File: src/design/pump_supervisor_pkg.sv
// Behaviour
// - Units digit of the channel setting picks analog input; zero disables analog level.
// - Tens digit sets polarity: zero means 100 percent is full, one reverses.
// - Any closed digital input assigned function 60 means full water, always.
// - Analog full: level above threshold (positive) or below it (inverse).
// - Full condition held unbroken for detect time raises full alarm and stops pump.
// - Full alarm clears once no full condition held longer than recovery time.
// - Running with power below nonzero threshold for detect time raises power alarm.
// - Low-power stop ends after condition absent for its recovery delay.
// - Running with current above threshold for detect time raises same power alarm.
// - Overcurrent stop ends after condition absent for its recovery delay.
// - Daily volume counts in 0.1 cubic metre, cleared at power loss.
// - Cumulative 32-bit volume in cubic metres resumes from the saved value.
// - Writing one clears cumulative volume; the request drops back to zero itself.
// - Power tracker samples and adjusts every 2 ms; larger step converges faster.
// - Voltage regulator uses proportional and integral gains in 0.001 units.
// - Flow estimate is rated flow scaled by output over reference frequency.
// - Start voltage is the start ratio times the open-circuit voltage.
// - Fast-function units digit enables fast start, tens digit fast tracking.
// - Tracking step is the bus voltage reference change per tracking cycle.
package pump_supervisor_pkg;

  // Clock and tick timing
  localparam int CLK_HZ           = 10_000_000;
  localparam int TICK_TIME_MS     = 100;
  localparam int TICK_CYCLES      = CLK_HZ / 1000 * TICK_TIME_MS;
  localparam int MPPT_PERIOD_US   = 2000;
  localparam int MPPT_CYCLES      = CLK_HZ / 1_000_000 * MPPT_PERIOD_US;

  // Digit fields of the channel and fast-function settings
  localparam int UNITS_LSB        = 0;
  localparam int TENS_LSB         = 4;
  localparam int DIGIT_W          = 4;
  localparam logic [3:0] DIGIT_OFF = 4'h0;

  // Digital input function code meaning full water
  localparam logic [7:0] FULL_SWITCH_FUNC = 8'h3c;

  // Volume scaling: 0.1 m3/h over a 0.1 s tick, and tenths per cubic metre
  localparam logic [16:0] VOLUME_TICKS_PER_TENTH = 17'h08ca0;
  localparam logic [3:0]  TENTHS_PER_M3          = 4'ha;

  // Gains and ratios are in thousandths
  localparam int UNIT_SCALE       = 1000;

  // Reset values
  localparam logic [11:0] VREF_RESET = 12'h000;

  typedef struct packed {
    logic [15:0] detect_time;   // 0.1 s units
    logic [15:0] recover_time;  // 0.1 s units
  } timer_setting_type;

  typedef struct packed {
    logic overcurrent;
    logic low_power;
    logic full_water;
  } alarm_type;

  typedef enum logic {
    PS_NORMAL = 1'b0,
    PS_ALARM  = 1'b1
  } prot_state_type;

  typedef enum logic [1:0] {
    MP_IDLE  = 2'b00,
    MP_START = 2'b01,
    MP_TRACK = 2'b11
  } mppt_state_type;

endpackage

File: src/design/pump_protection_supervisor.sv
`timescale 1ns/100ps
module pump_protection_supervisor import pump_supervisor_pkg::*; #(
  parameter int N_DI        = 6,
  parameter int N_AI        = 4,
  parameter int TICK_DIV    = TICK_CYCLES,
  parameter int MPPT_DIV    = MPPT_CYCLES
) (
  input  wire logic                          mclk,
  input  wire logic                          reset_n,
  input  wire logic                          running,
  input  wire logic [N_DI-1:0]               di_closed,
  input  wire logic [N_DI-1:0][7:0]          di_function,
  input  wire logic [N_AI-1:0][9:0]          analog_level,
  input  wire logic [7:0]                    full_level_channel_select,
  input  wire logic [9:0]                    full_level_threshold,
  input  wire timer_setting_type             full_level_timing,
  input  wire timer_setting_type             low_power_timing,
  input  wire timer_setting_type             overcurrent_timing,
  input  wire logic [15:0]                   low_power_threshold,
  input  wire logic [15:0]                   output_power_reading,
  input  wire logic [13:0]                   overcurrent_threshold,
  input  wire logic [13:0]                   output_current_reading,
  input  wire logic [15:0]                   pump_rated_flow,
  input  wire logic [15:0]                   pumping_freq_reference,
  input  wire logic [15:0]                   output_frequency,
  input  wire logic [31:0]                   cumulative_saved_value,
  input  wire logic                          cumulative_clear_write,
  input  wire logic [7:0]                    tracking_step_setting,
  input  wire logic [9:0]                    start_ratio_setting,
  input  wire logic [7:0]                    fast_function_select,
  input  wire logic [11:0]                   open_circuit_voltage,
  input  wire logic [11:0]                   bus_voltage,
  input  wire logic [15:0]                   pv_power,
  input  wire logic [9:0]                    regulator_prop_gain,
  input  wire logic [6:0]                    regulator_int_gain,
  output alarm_type                          alarms,
  output logic                               power_alarm,
  output logic                               pump_stop,
  output logic [15:0]                        daily_volume_count,
  output logic [31:0]                        cumulative_volume_count,
  output logic                               cumulative_clear_request,
  output logic [15:0]                        present_flow_rate,
  output logic [11:0]                        bus_voltage_reference,
  output logic signed [15:0]                 current_command
);

  logic [19:0]             tick_cnt;
  logic                    tick;
  logic [19:0]             mppt_cnt;
  logic                    mppt_tick;
  logic [N_DI-1:0]         switch_hit;
  logic                    full_level_switch_input;
  logic                    analog_full;
  logic [2:0]              cond;
  logic [2:0]              cond_q;
  timer_setting_type [2:0] timing;
  logic [2:0][15:0]        tcnt;
  prot_state_type [2:0]    pstate;

  // Base 0.1 s tick and 2 ms tracking enable
  always_ff @(posedge mclk or negedge reset_n) begin
    if (!reset_n) begin
      tick_cnt <= '0;
      tick     <= 1'b0;
    end else begin
      tick     <= (tick_cnt == 20'(TICK_DIV - 1));
      tick_cnt <= (tick_cnt == 20'(TICK_DIV - 1)) ? '0 : tick_cnt + 20'h00001;
    end
  end

  always_ff @(posedge mclk or negedge reset_n) begin
    if (!reset_n) begin
      mppt_cnt  <= '0;
      mppt_tick <= 1'b0;
    end else begin
      mppt_tick <= (mppt_cnt == 20'(MPPT_DIV - 1));
      mppt_cnt  <= (mppt_cnt == 20'(MPPT_DIV - 1)) ? '0 : mppt_cnt + 20'h00001;
    end
  end

  // Any closed input carrying the full-water function, regardless of analog setup
  for (genvar i = 0; i < N_DI; i++) begin : g_di
    assign switch_hit[i] = di_closed[i] && (di_function[i] == FULL_SWITCH_FUNC);
  end
  assign full_level_switch_input = |switch_hit;

  // Analog level against threshold; the polarity digit flips the comparison
  always_comb begin
    logic [3:0] chan;
    logic [3:0] pol;
    analog_full = 1'b0;
    chan = full_level_channel_select[UNITS_LSB +: DIGIT_W];
    pol  = full_level_channel_select[TENS_LSB +: DIGIT_W];
    for (int k = 0; k < N_AI; k++) begin
      if (chan == 4'(k + 1)) begin
        if (pol == DIGIT_OFF) begin
          analog_full = analog_level[k] > full_level_threshold;
        end else begin
          analog_full = analog_level[k] < full_level_threshold;
        end
      end
    end
  end

  // Qualifying conditions; power and current count only while the pump runs
  assign cond[0] = full_level_switch_input || analog_full;
  assign cond[1] = running && (low_power_threshold != 16'h0000)
                   && (output_power_reading < low_power_threshold);
  assign cond[2] = running && (output_current_reading > overcurrent_threshold);
  assign timing  = {overcurrent_timing, low_power_timing, full_level_timing};

  // One detect/recover timer per protection
  for (genvar i = 0; i < 3; i++) begin : g_prot
    always_ff @(posedge mclk or negedge reset_n) begin
      if (!reset_n) begin
        cond_q[i] <= 1'b0;
        tcnt[i]   <= '0;
      end else begin
        cond_q[i] <= cond[i];
        if (cond[i] != cond_q[i]) begin
          tcnt[i] <= '0;
        end else if (tick && tcnt[i] != 16'hffff) begin
          tcnt[i] <= tcnt[i] + 16'h0001;
        end
      end
    end

    // Detect needs the full time held; recovery needs strictly longer than its time
    always_ff @(posedge mclk or negedge reset_n) begin
      if (!reset_n) begin
        pstate[i] <= PS_NORMAL;
      end else begin
        case (pstate[i])
          PS_NORMAL: if (cond[i] && cond_q[i] && tcnt[i] >= timing[i].detect_time) begin
            pstate[i] <= PS_ALARM;
          end
          PS_ALARM: if (!cond[i] && !cond_q[i] && tcnt[i] > timing[i].recover_time) begin
            pstate[i] <= PS_NORMAL;
          end
          default: pstate[i] <= PS_NORMAL;
        endcase
      end
    end
  end

  // Registered alarm outputs; both power faults share one alarm code
  always_ff @(posedge mclk or negedge reset_n) begin
    if (!reset_n) begin
      alarms      <= '0;
      power_alarm <= 1'b0;
      pump_stop   <= 1'b0;
    end else begin
      alarms.full_water  <= pstate[0] == PS_ALARM;
      alarms.low_power   <= pstate[1] == PS_ALARM;
      alarms.overcurrent <= pstate[2] == PS_ALARM;
      power_alarm        <= (pstate[1] == PS_ALARM) || (pstate[2] == PS_ALARM);
      pump_stop          <= |pstate;
    end
  end

  // Flow estimate: rated * freq / reference, serial restoring divide
  logic [31:0] div_num;
  logic [31:0] div_quot;
  logic [16:0] div_rem;
  logic [4:0]  div_step;
  logic [16:0] rem_shift;
  logic        rem_fits;
  logic [31:0] div_final;

  assign rem_shift = {div_rem[15:0], div_num[31]};
  assign rem_fits  = rem_shift >= {1'b0, pumping_freq_reference};
  // The 32nd quotient bit is settled in the wrap cycle, so take it from there
  assign div_final = {div_quot[30:0], rem_fits};

  always_ff @(posedge mclk or negedge reset_n) begin
    if (!reset_n) begin
      div_num           <= '0;
      div_quot          <= '0;
      div_rem           <= '0;
      div_step          <= '0;
      present_flow_rate <= '0;
    end else begin
      if (div_step == 5'h00) begin
        div_num <= pump_rated_flow * output_frequency;
        div_rem <= '0;
      end else begin
        div_num <= {div_num[30:0], 1'b0};
        div_rem <= rem_fits ? rem_shift - {1'b0, pumping_freq_reference} : rem_shift;
      end
      div_quot <= (div_step == 5'h00) ? '0 : {div_quot[30:0], rem_fits};
      div_step <= div_step + 5'h01;
      // A new quotient is complete every 32 cycles; saturate at 16 bits
      if (div_step == 5'h00) begin
        if (pumping_freq_reference == 16'h0000) begin
          present_flow_rate <= '0;
        end else begin
          present_flow_rate <= (div_final[31:16] != 16'h0000) ? 16'hffff : div_final[15:0];
        end
      end
    end
  end

  // Volume integration: one tenth per 36000 rate-ticks; at most one per tick
  logic [16:0] vol_acc;
  logic [3:0]  tenths;
  logic        loaded;

  always_ff @(posedge mclk or negedge reset_n) begin
    if (!reset_n) begin
      vol_acc            <= '0;
      tenths             <= '0;
      daily_volume_count <= '0;
    end else if (tick) begin
      if (vol_acc + {1'b0, present_flow_rate} >= VOLUME_TICKS_PER_TENTH) begin
        vol_acc            <= 17'(vol_acc + {1'b0, present_flow_rate} - VOLUME_TICKS_PER_TENTH);
        daily_volume_count <= daily_volume_count + 16'h0001;
        tenths             <= (tenths == TENTHS_PER_M3 - 4'h1) ? '0 : tenths + 4'h1;
      end else begin
        vol_acc <= 17'(vol_acc + {1'b0, present_flow_rate});
      end
    end
  end

  // Cumulative counter: saved value taken after reset release; clear beats increment
  always_ff @(posedge mclk or negedge reset_n) begin
    if (!reset_n) begin
      loaded                  <= 1'b0;
      cumulative_volume_count <= '0;
    end else if (!loaded) begin
      loaded                  <= 1'b1;
      cumulative_volume_count <= cumulative_saved_value;
    end else if (cumulative_clear_request) begin
      cumulative_volume_count <= '0;
    end else if (tick && tenths == TENTHS_PER_M3 - 4'h1
                 && vol_acc + {1'b0, present_flow_rate} >= VOLUME_TICKS_PER_TENTH) begin
      cumulative_volume_count <= cumulative_volume_count + 32'h00000001;
    end
  end

  // Clear request self-returns once served; a new write in that cycle wins
  always_ff @(posedge mclk or negedge reset_n) begin
    if (!reset_n) begin
      cumulative_clear_request <= 1'b0;
    end else if (cumulative_clear_write) begin
      cumulative_clear_request <= 1'b1;
    end else if (loaded) begin
      cumulative_clear_request <= 1'b0;
    end
  end

  // Tracker: start point, then perturb and observe on the 2 ms enable
  mppt_state_type mstate;
  logic [15:0]    last_power;
  logic           step_up;
  logic [11:0]    start_voltage;
  logic [11:0]    step_v;
  logic [21:0]    start_product;

  assign start_product = open_circuit_voltage * start_ratio_setting;
  assign start_voltage = 12'(start_product / UNIT_SCALE);
  // Fast tracking doubles the step: quicker convergence, coarser final point
  assign step_v = (fast_function_select[TENS_LSB +: DIGIT_W] != DIGIT_OFF)
                  ? {3'b000, tracking_step_setting, 1'b0}
                  : {4'h0, tracking_step_setting};

  always_ff @(posedge mclk or negedge reset_n) begin
    if (!reset_n) begin
      mstate                <= MP_IDLE;
      bus_voltage_reference <= VREF_RESET;
      last_power            <= '0;
      step_up               <= 1'b0;
    end else if (mppt_tick) begin
      case (mstate)
        MP_IDLE: begin
          bus_voltage_reference <= open_circuit_voltage;
          if (running) begin
            mstate <= MP_START;
          end
        end
        MP_START: begin
          if (!running) begin
            mstate <= MP_IDLE;
          end else if (fast_function_select[UNITS_LSB +: DIGIT_W] != DIGIT_OFF
                       || bus_voltage_reference <= start_voltage + step_v) begin
            bus_voltage_reference <= start_voltage;
            mstate                <= MP_TRACK;
          end else begin
            bus_voltage_reference <= bus_voltage_reference - step_v;
          end
        end
        MP_TRACK: begin
          last_power <= pv_power;
          if (!running) begin
            mstate <= MP_IDLE;
          end else begin
            // Reverse direction when power fell since the last sample
            if ((pv_power < last_power) ? !step_up : step_up) begin
              step_up               <= 1'b1;
              bus_voltage_reference <= (bus_voltage_reference > 12'hfff - step_v)
                                       ? 12'hfff : bus_voltage_reference + step_v;
            end else begin
              step_up               <= 1'b0;
              bus_voltage_reference <= (bus_voltage_reference < step_v)
                                       ? 12'h000 : bus_voltage_reference - step_v;
            end
          end
        end
        default: mstate <= MP_IDLE;
      endcase
    end
  end

  // PI voltage regulator, gains in thousandths; integrator clamped to avoid wind-up
  logic signed [12:0] v_err;
  logic signed [23:0] p_term;
  logic signed [23:0] i_acc;
  logic signed [23:0] i_next;
  logic signed [23:0] pi_sum;

  assign v_err  = $signed({1'b0, bus_voltage}) - $signed({1'b0, bus_voltage_reference});
  assign p_term = 24'(v_err * $signed({1'b0, regulator_prop_gain}));
  assign i_next = i_acc + 24'(v_err * $signed({1'b0, regulator_int_gain}));
  assign pi_sum = 24'((p_term + i_acc) / UNIT_SCALE);

  always_ff @(posedge mclk or negedge reset_n) begin
    if (!reset_n) begin
      i_acc           <= '0;
      current_command <= '0;
    end else if (mppt_tick) begin
      if (mstate == MP_IDLE) begin
        i_acc <= '0;
      end else if (i_next < 24'sh7fffff / 2 && i_next > -(24'sh7fffff / 2)) begin
        i_acc <= i_next;
      end
      current_command <= (pi_sum > 24'sh007fff) ? 16'sh7fff
                       : (pi_sum < -24'sh008000) ? -16'sh8000 : 16'(pi_sum);
    end
  end

endmodule // pump_protection_supervisor

File: config.mk
export PLATFORM = sky130hd
export DESIGN_NAME = pump_protection_supervisor
export DESIGN_NICKNAME = d
export VERILOG_FILES = /design/src/design/pump_supervisor_pkg.sv /design/src/design/pump_protection_supervisor.sv
export SDC_FILE = /design/constraint.sdc
export NUM_CORES = 2
export LEC_CHECK = 0
export ABC_AREA = 0
export BUFFER_PORTS_ARGS = -buffer_cell sky130_fd_sc_hd__buf_4
export CAP_MARGIN = 20
export CORE_ASPECT_RATIO = 0.7
export CORE_MARGIN = 10
export CORE_UTILIZATION = 39
export CTS_BUF_LIST = sky130_fd_sc_hd__clkbuf_4 sky130_fd_sc_hd__clkbuf_8 sky130_fd_sc_hd__clkbuf_16
export CTS_CLUSTER_DIAMETER = 40
export CTS_CLUSTER_SIZE = 25
export DETAILED_ROUTE_END_ITERATION = 6
export PLACE_DENSITY_LB_ADDON = 0.2
export REMOVE_ABC_BUFFERS = 1
export SYNTH_ARGS = -nofsm -noshare
export SYNTH_HDL_FRONTEND = slang
export SYNTH_SLANG_ARGS = --single-unit
File: constraint.sdc
create_clock -name mclk -period 21.2 [get_ports mclk]
set_input_delay 2.12 -clock mclk [delete_from_list [all_inputs] [get_ports mclk]]
set_output_delay 2.12 -clock mclk [all_outputs]
set_load 0.05 [all_outputs]
==> flow_summary.html <==
<table>
<tr><th>Metric</th><th>Value</th></tr>
<tr><th colspan="2">Global route</th></tr>
<tr><td>Largest net degree at the start of global routing</td><td>167</td></tr>
<tr><td>Antenna violations before repair</td><td>2</td></tr>
<tr><td>Global-route congestion overflow total</td><td>0</td></tr>
<tr><td>Global-route wire length before repair</td><td>about 260 mm</td></tr>
<tr><td>Vias in the first global route</td><td>47.9k</td></tr>
<tr><td>Global-route usage over all layers</td><td>0.205</td></tr>
<tr><th colspan="2">Setup path</th></tr>
<tr><td>Critical Setup Path Class</td><td>in2reg</td></tr>
<tr><td>Buf/Inv on CP</td><td>12</td></tr>
<tr><td>Launch point of the critical path</td><td>bus_voltage[0]</td></tr>
<tr><td>Element type at the critical path start</td><td>primary input</td></tr>
<tr><td>Crit path capture type</td><td>register</td></tr>
<tr><td>Family of cells with the greatest summed delay on the critical path</td><td>compound AO/OA/AOI/OAI gates</td></tr>
<tr><td>Critical path peak fanout</td><td>9</td></tr>
<tr><td>Highest-delay cell along the critical path</td><td>sky130_fd_sc_hd__or4_4</td></tr>
<tr><td>Largest stage delay, worst path</td><td>0.64 ns</td></tr>
<tr><td>Data required time of the critical path</td><td>approximately 22 ns</td></tr>
<tr><td>RR Startpoint</td><td>bus_voltage_reference[1]$_DFFE_PN0P_</td></tr>
<tr><td>Data arrival at the endpoint of the critical path</td><td>20.88 ns</td></tr>
<tr><th colspan="2">Synth</th></tr>
<tr><td>Proportion of netlist area held by the largest area contributor</td><td>0.197</td></tr>
<tr><td>FFs w/ async S/R, synth</td><td>1.00</td></tr>
<tr><td>Number of distinct library cell variants in the gate-level netlist after synthesis</td><td>129</td></tr>
<tr><td>Number of enable-type register cells in the synthesized netlist</td><td>0</td></tr>
<tr><td>Cell types occupying the most area after synthesis</td><td>sky130_fd_sc_hd__fa_1 (20%), sky130_fd_sc_hd__dfrtp_1 (16%), sky130_fd_sc_hd__ha_1 (13%), sky130_fd_sc_hd__inv_1 (6.6%), sky130_fd_sc_hd__nand2_1 (4.5%)</td></tr>
<tr><td>Count of state elements after synthesis</td><td>~340</td></tr>
<tr><td>Synth area leader</td><td>sky130_fd_sc_hd__fa_1</td></tr>
<tr><td>Cells after Synth</td><td>6453</td></tr>
<tr><td>Post-synthesis instance area</td><td>0.0541 sq mm</td></tr>
<tr><td>Warnings, synthesis</td><td>0</td></tr>
<tr><td>Primary flip-flop cell chosen by synthesis mapping</td><td>sky130_fd_sc_hd__dfrtp_1</td></tr>
<tr><td>Sequential fraction of the synthesis area</td><td>0.159</td></tr>
<tr><td>Synthesized area per cell</td><td>8.38 sq um</td></tr>
<tr><th colspan="2">CTS</th></tr>
<tr><td>Buffers from clock root to sink, at most</td><td>3</td></tr>
<tr><td>Insertion delay of the later-clocked pin in the worst-skew pair</td><td>about 0.65 ns</td></tr>
<tr><td>Cell chosen for the clock root</td><td>sky130_fd_sc_hd__clkbuf_16</td></tr>
<tr><td>CTS tree</td><td>built</td></tr>
<tr><td>Count of H-tree levels built during CTS</td><td>3</td></tr>
<tr><td>Total CTS buffers</td><td>70</td></tr>
<tr><td>Clock Sink Count</td><td>343</td></tr>
<tr><td>Clk slew on worst S/H paths</td><td>about 0.050 ns</td></tr>
<tr><th colspan="2">Finish</th></tr>
<tr><td>Final non-filler cell area</td><td>about 0.065 sq mm</td></tr>
<tr><td>Fraction of layout cells with a size suffix above 1</td><td>0.161</td></tr>
<tr><td>Final net count</td><td>approximately 8.6k</td></tr>
<tr><td>Area Growth Syn to Fin</td><td>19.4%</td></tr>
<tr><th colspan="2">Worst hold path</th></tr>
<tr><td>Min-Delay Path Class</td><td>reg2reg</td></tr>
<tr><td>HP Start</td><td>pstate[0]$_DFF_PN0_</td></tr>
<tr><th colspan="2">Die</th></tr>
<tr><td>Starting density of the core</td><td>0.392</td></tr>
<tr><td>Core area</td><td>0.138 sq mm</td></tr>
<tr><td>Vert. Die Dim</td><td>332 microns</td></tr>
<tr><td>DIE AREA</td><td>0.154 sq mm</td></tr>
<tr><td>Die span in x</td><td>465 microns</td></tr>
<tr><td>Number of rows created at floorplan</td><td>between 100 and 150</td></tr>
<tr><td>I/O pin total</td><td>533</td></tr>
<tr><th colspan="2">Placement</th></tr>
<tr><td>Worst setup slack before clock tree synthesis</td><td>-0.929 ns</td></tr>
<tr><td>Gpl congestion</td><td>0.881</td></tr>
<tr><td>Count of input and output buffers</td><td>532</td></tr>
<tr><td>Placed wire-length estimate after detailed placement</td><td>130 mm</td></tr>
<tr><td>Dpl cell area</td><td>roughly 0.06 sq mm</td></tr>
<tr><th colspan="2">Routing</th></tr>
<tr><td>Final WL</td><td>between 150 and 200 mm</td></tr>
<tr><td>Routed vias</td><td>47.3k</td></tr>
<tr><td>Via-per-instance ratio</td><td>between 5 and 6</td></tr>
<tr><td>Average wire per cell in the routed design</td><td>between 15 and 20 microns</td></tr>
<tr><td>TritonRoute pass-1 iters</td><td>5</td></tr>
<tr><td>Number of routed nets with antenna violations</td><td>0</td></tr>
<tr><td>Count of unresolved DRC violations after routing</td><td>0</td></tr>
<tr><td>1st-iter DRT viols</td><td>3219</td></tr>
<tr><th colspan="2">Timing</th></tr>
<tr><td>Transition time at the pin with the least slew margin</td><td>1.10 ns</td></tr>
<tr><td>Peak clock frequency supported by timing</td><td>49.1 MHz</td></tr>
<tr><td>Worst relative slew slack</td><td>0.267</td></tr>
<tr><td>Final setup vio count</td><td>0</td></tr>
<tr><td>Hold WS</td><td>0.426 ns</td></tr>
<tr><td>Number of hold violations in the final report</td><td>0</td></tr>
<tr><td>Count of pins over their slew limit</td><td>0</td></tr>
<tr><td>Minimum clock period after layout</td><td>between 20 and 25 ns</td></tr>
<tr><td>Ratio of final minimum period to clock period</td><td>0.960</td></tr>
<tr><td>Fin worst setup slack</td><td>0.837 ns</td></tr>
<tr><td>Final clock skew</td><td>0.0442 ns</td></tr>
<tr><th colspan="2">Job</th></tr>
<tr><td>Max Cap Violations</td><td>0</td></tr>
<tr><th colspan="2">Outcome</th></tr>
<tr><td>Result of the run</td><td>finished clean</td></tr>
</table>
-- layer usage --
metal  track usage  wire length [microns]  up-vias
li1              -                      -    23000
met1         0.289                  75900    23100
met2         0.334                  74800     1044
met3        0.0293                   7180      194
met4        0.0446                   3430        0
met5             0                      0        -
-- placed cells by master, fill, tap and decap left out, types with 119 or more instances in the layout --
| cell | instances |
|---|---|
| sky130_fd_sc_hd__inv_1 | 948 |
| sky130_fd_sc_hd__buf_4 | 767 |
| sky130_fd_sc_hd__nand2_1 | 645 |
| sky130_fd_sc_hd__ha_1 | 550 |
| sky130_fd_sc_hd__fa_1 | 529 |
| sky130_fd_sc_hd__nor2_1 | 398 |
| sky130_fd_sc_hd__dfrtp_1 | 343 |
| sky130_fd_sc_hd__o21ai_0 | 300 |
| sky130_fd_sc_hd__a21oi_1 | 292 |
| sky130_fd_sc_hd__and2_1 | 286 |
| sky130_fd_sc_hd__xnor2_1 | 224 |
| sky130_fd_sc_hd__nand3_1 | 149 |
| sky130_fd_sc_hd__xor2_1 | 119 |
-- metrics by stage --
step                       util  instances  setup TNS (ns)
after global routing      0.468       8983          -0.287
after global placement    0.444       8839           -4.10
final                     0.468       8983               0
after CTS                 0.463       8969               0
after detailed placement  0.444       8841          -11.30
after floorplan               -       6220           -9.15
-- Yosys cell counts, drive strengths merged, types with 11 or more instances --
library cell / n
o311ai: 12
ha: 550
and3: 56
a21o: 112
fa: 531
o21ai: 331
nor2b: 80
a21boi: 14
o21a: 35
and4: 17
and2: 290
a32oi: 15
nor3: 114
buf: 46
xor2: 125
dfrtp: 343
a2111oi: 20
o211ai: 38
inv: 952
o21bai: 57
nand3: 153
mux2: 49
o2111ai: 21
xnor2: 237
a22oi: 16
nor4b: 11
nand4: 86
or3: 29
a211oi: 36
nor2: 402
a311oi: 14
or2: 24
mux2i: 45
nand2: 648
a211o: 12
a31oi: 56
clkbuf: 187
nand2b: 73
o22ai: 33
nor4: 44
o211a: 12
a21oi: 314
nor3b: 11
o31ai: 33
o221ai: 15
-- layout make-up --
class | instances | area, sq um
Fill cell | 13500 | 73300
Multi-Input combinational cell | 4924 | 41600
Sequential cell | 343 | 8580
Timing Repair Buffer | 777 | 5940
Inverter | 953 | 3580
Tap cell | 1856 | 2320
Clock buffer | 83 | 1920
Clock inverter | 45 | 663
Antenna cell | 2 | 5.00
-- registers in the layout, indices dropped and copies added, names as in the netlist, 17 cells and up --
register / count
i_acc: 24
div_num: 32
tick_cnt: 20
div_quot: 31
cumulative_volume_count: 32
mppt_cnt: 20
vol_acc: 17
tcnt: 48
-- timing repair --
action | in CTS | in global routing
hold buffers | 0 | 0
hold endpoints to repair | 0 | 0
pin swaps | 0 | 22
buffers inserted | 0 | 9
setup endpoints to repair | 9 | 29
resized for setup | 3 | 117
-- path summary, 6_finish.rpt --
| path | slack (ns) | depth (start not counted) | endpoint |
|---|---|---|---|
| min | 0.43 | 0 | alarms[0]$_DFF_PN0_ |
| max in group asynchronous | 17.58 | 3 | div_num[29]$_DFF_PN0_ |
| min reg2reg | 0.43 | 0 | alarms[0]$_DFF_PN0_ |
| min in group asynchronous | 1.44 | 1 | tcnt[33]$_DFFE_PN0P_ |
| max | 0.84 | 80 | current_command[14]$_DFFE_PN0P_ |
| max reg2reg | 1.74 | 75 | current_command[14]$_DFFE_PN0P_ |
-- cell families after synthesis --
group | share of synthesized area
xor gates and xnor gates | 0.0604
muxes | 0.0186
AOI/OAI and AO/OA | 0.161
DFF | 0.159
other | 0.0000693
adders and majority gates | 0.326
buffers and inverters | 0.0847
and+or+nand+nor | 0.190
Power is left out: the tool's default activity adds up to more than one toggle a clock period on the data nets, which glitch-free logic cannot reach.
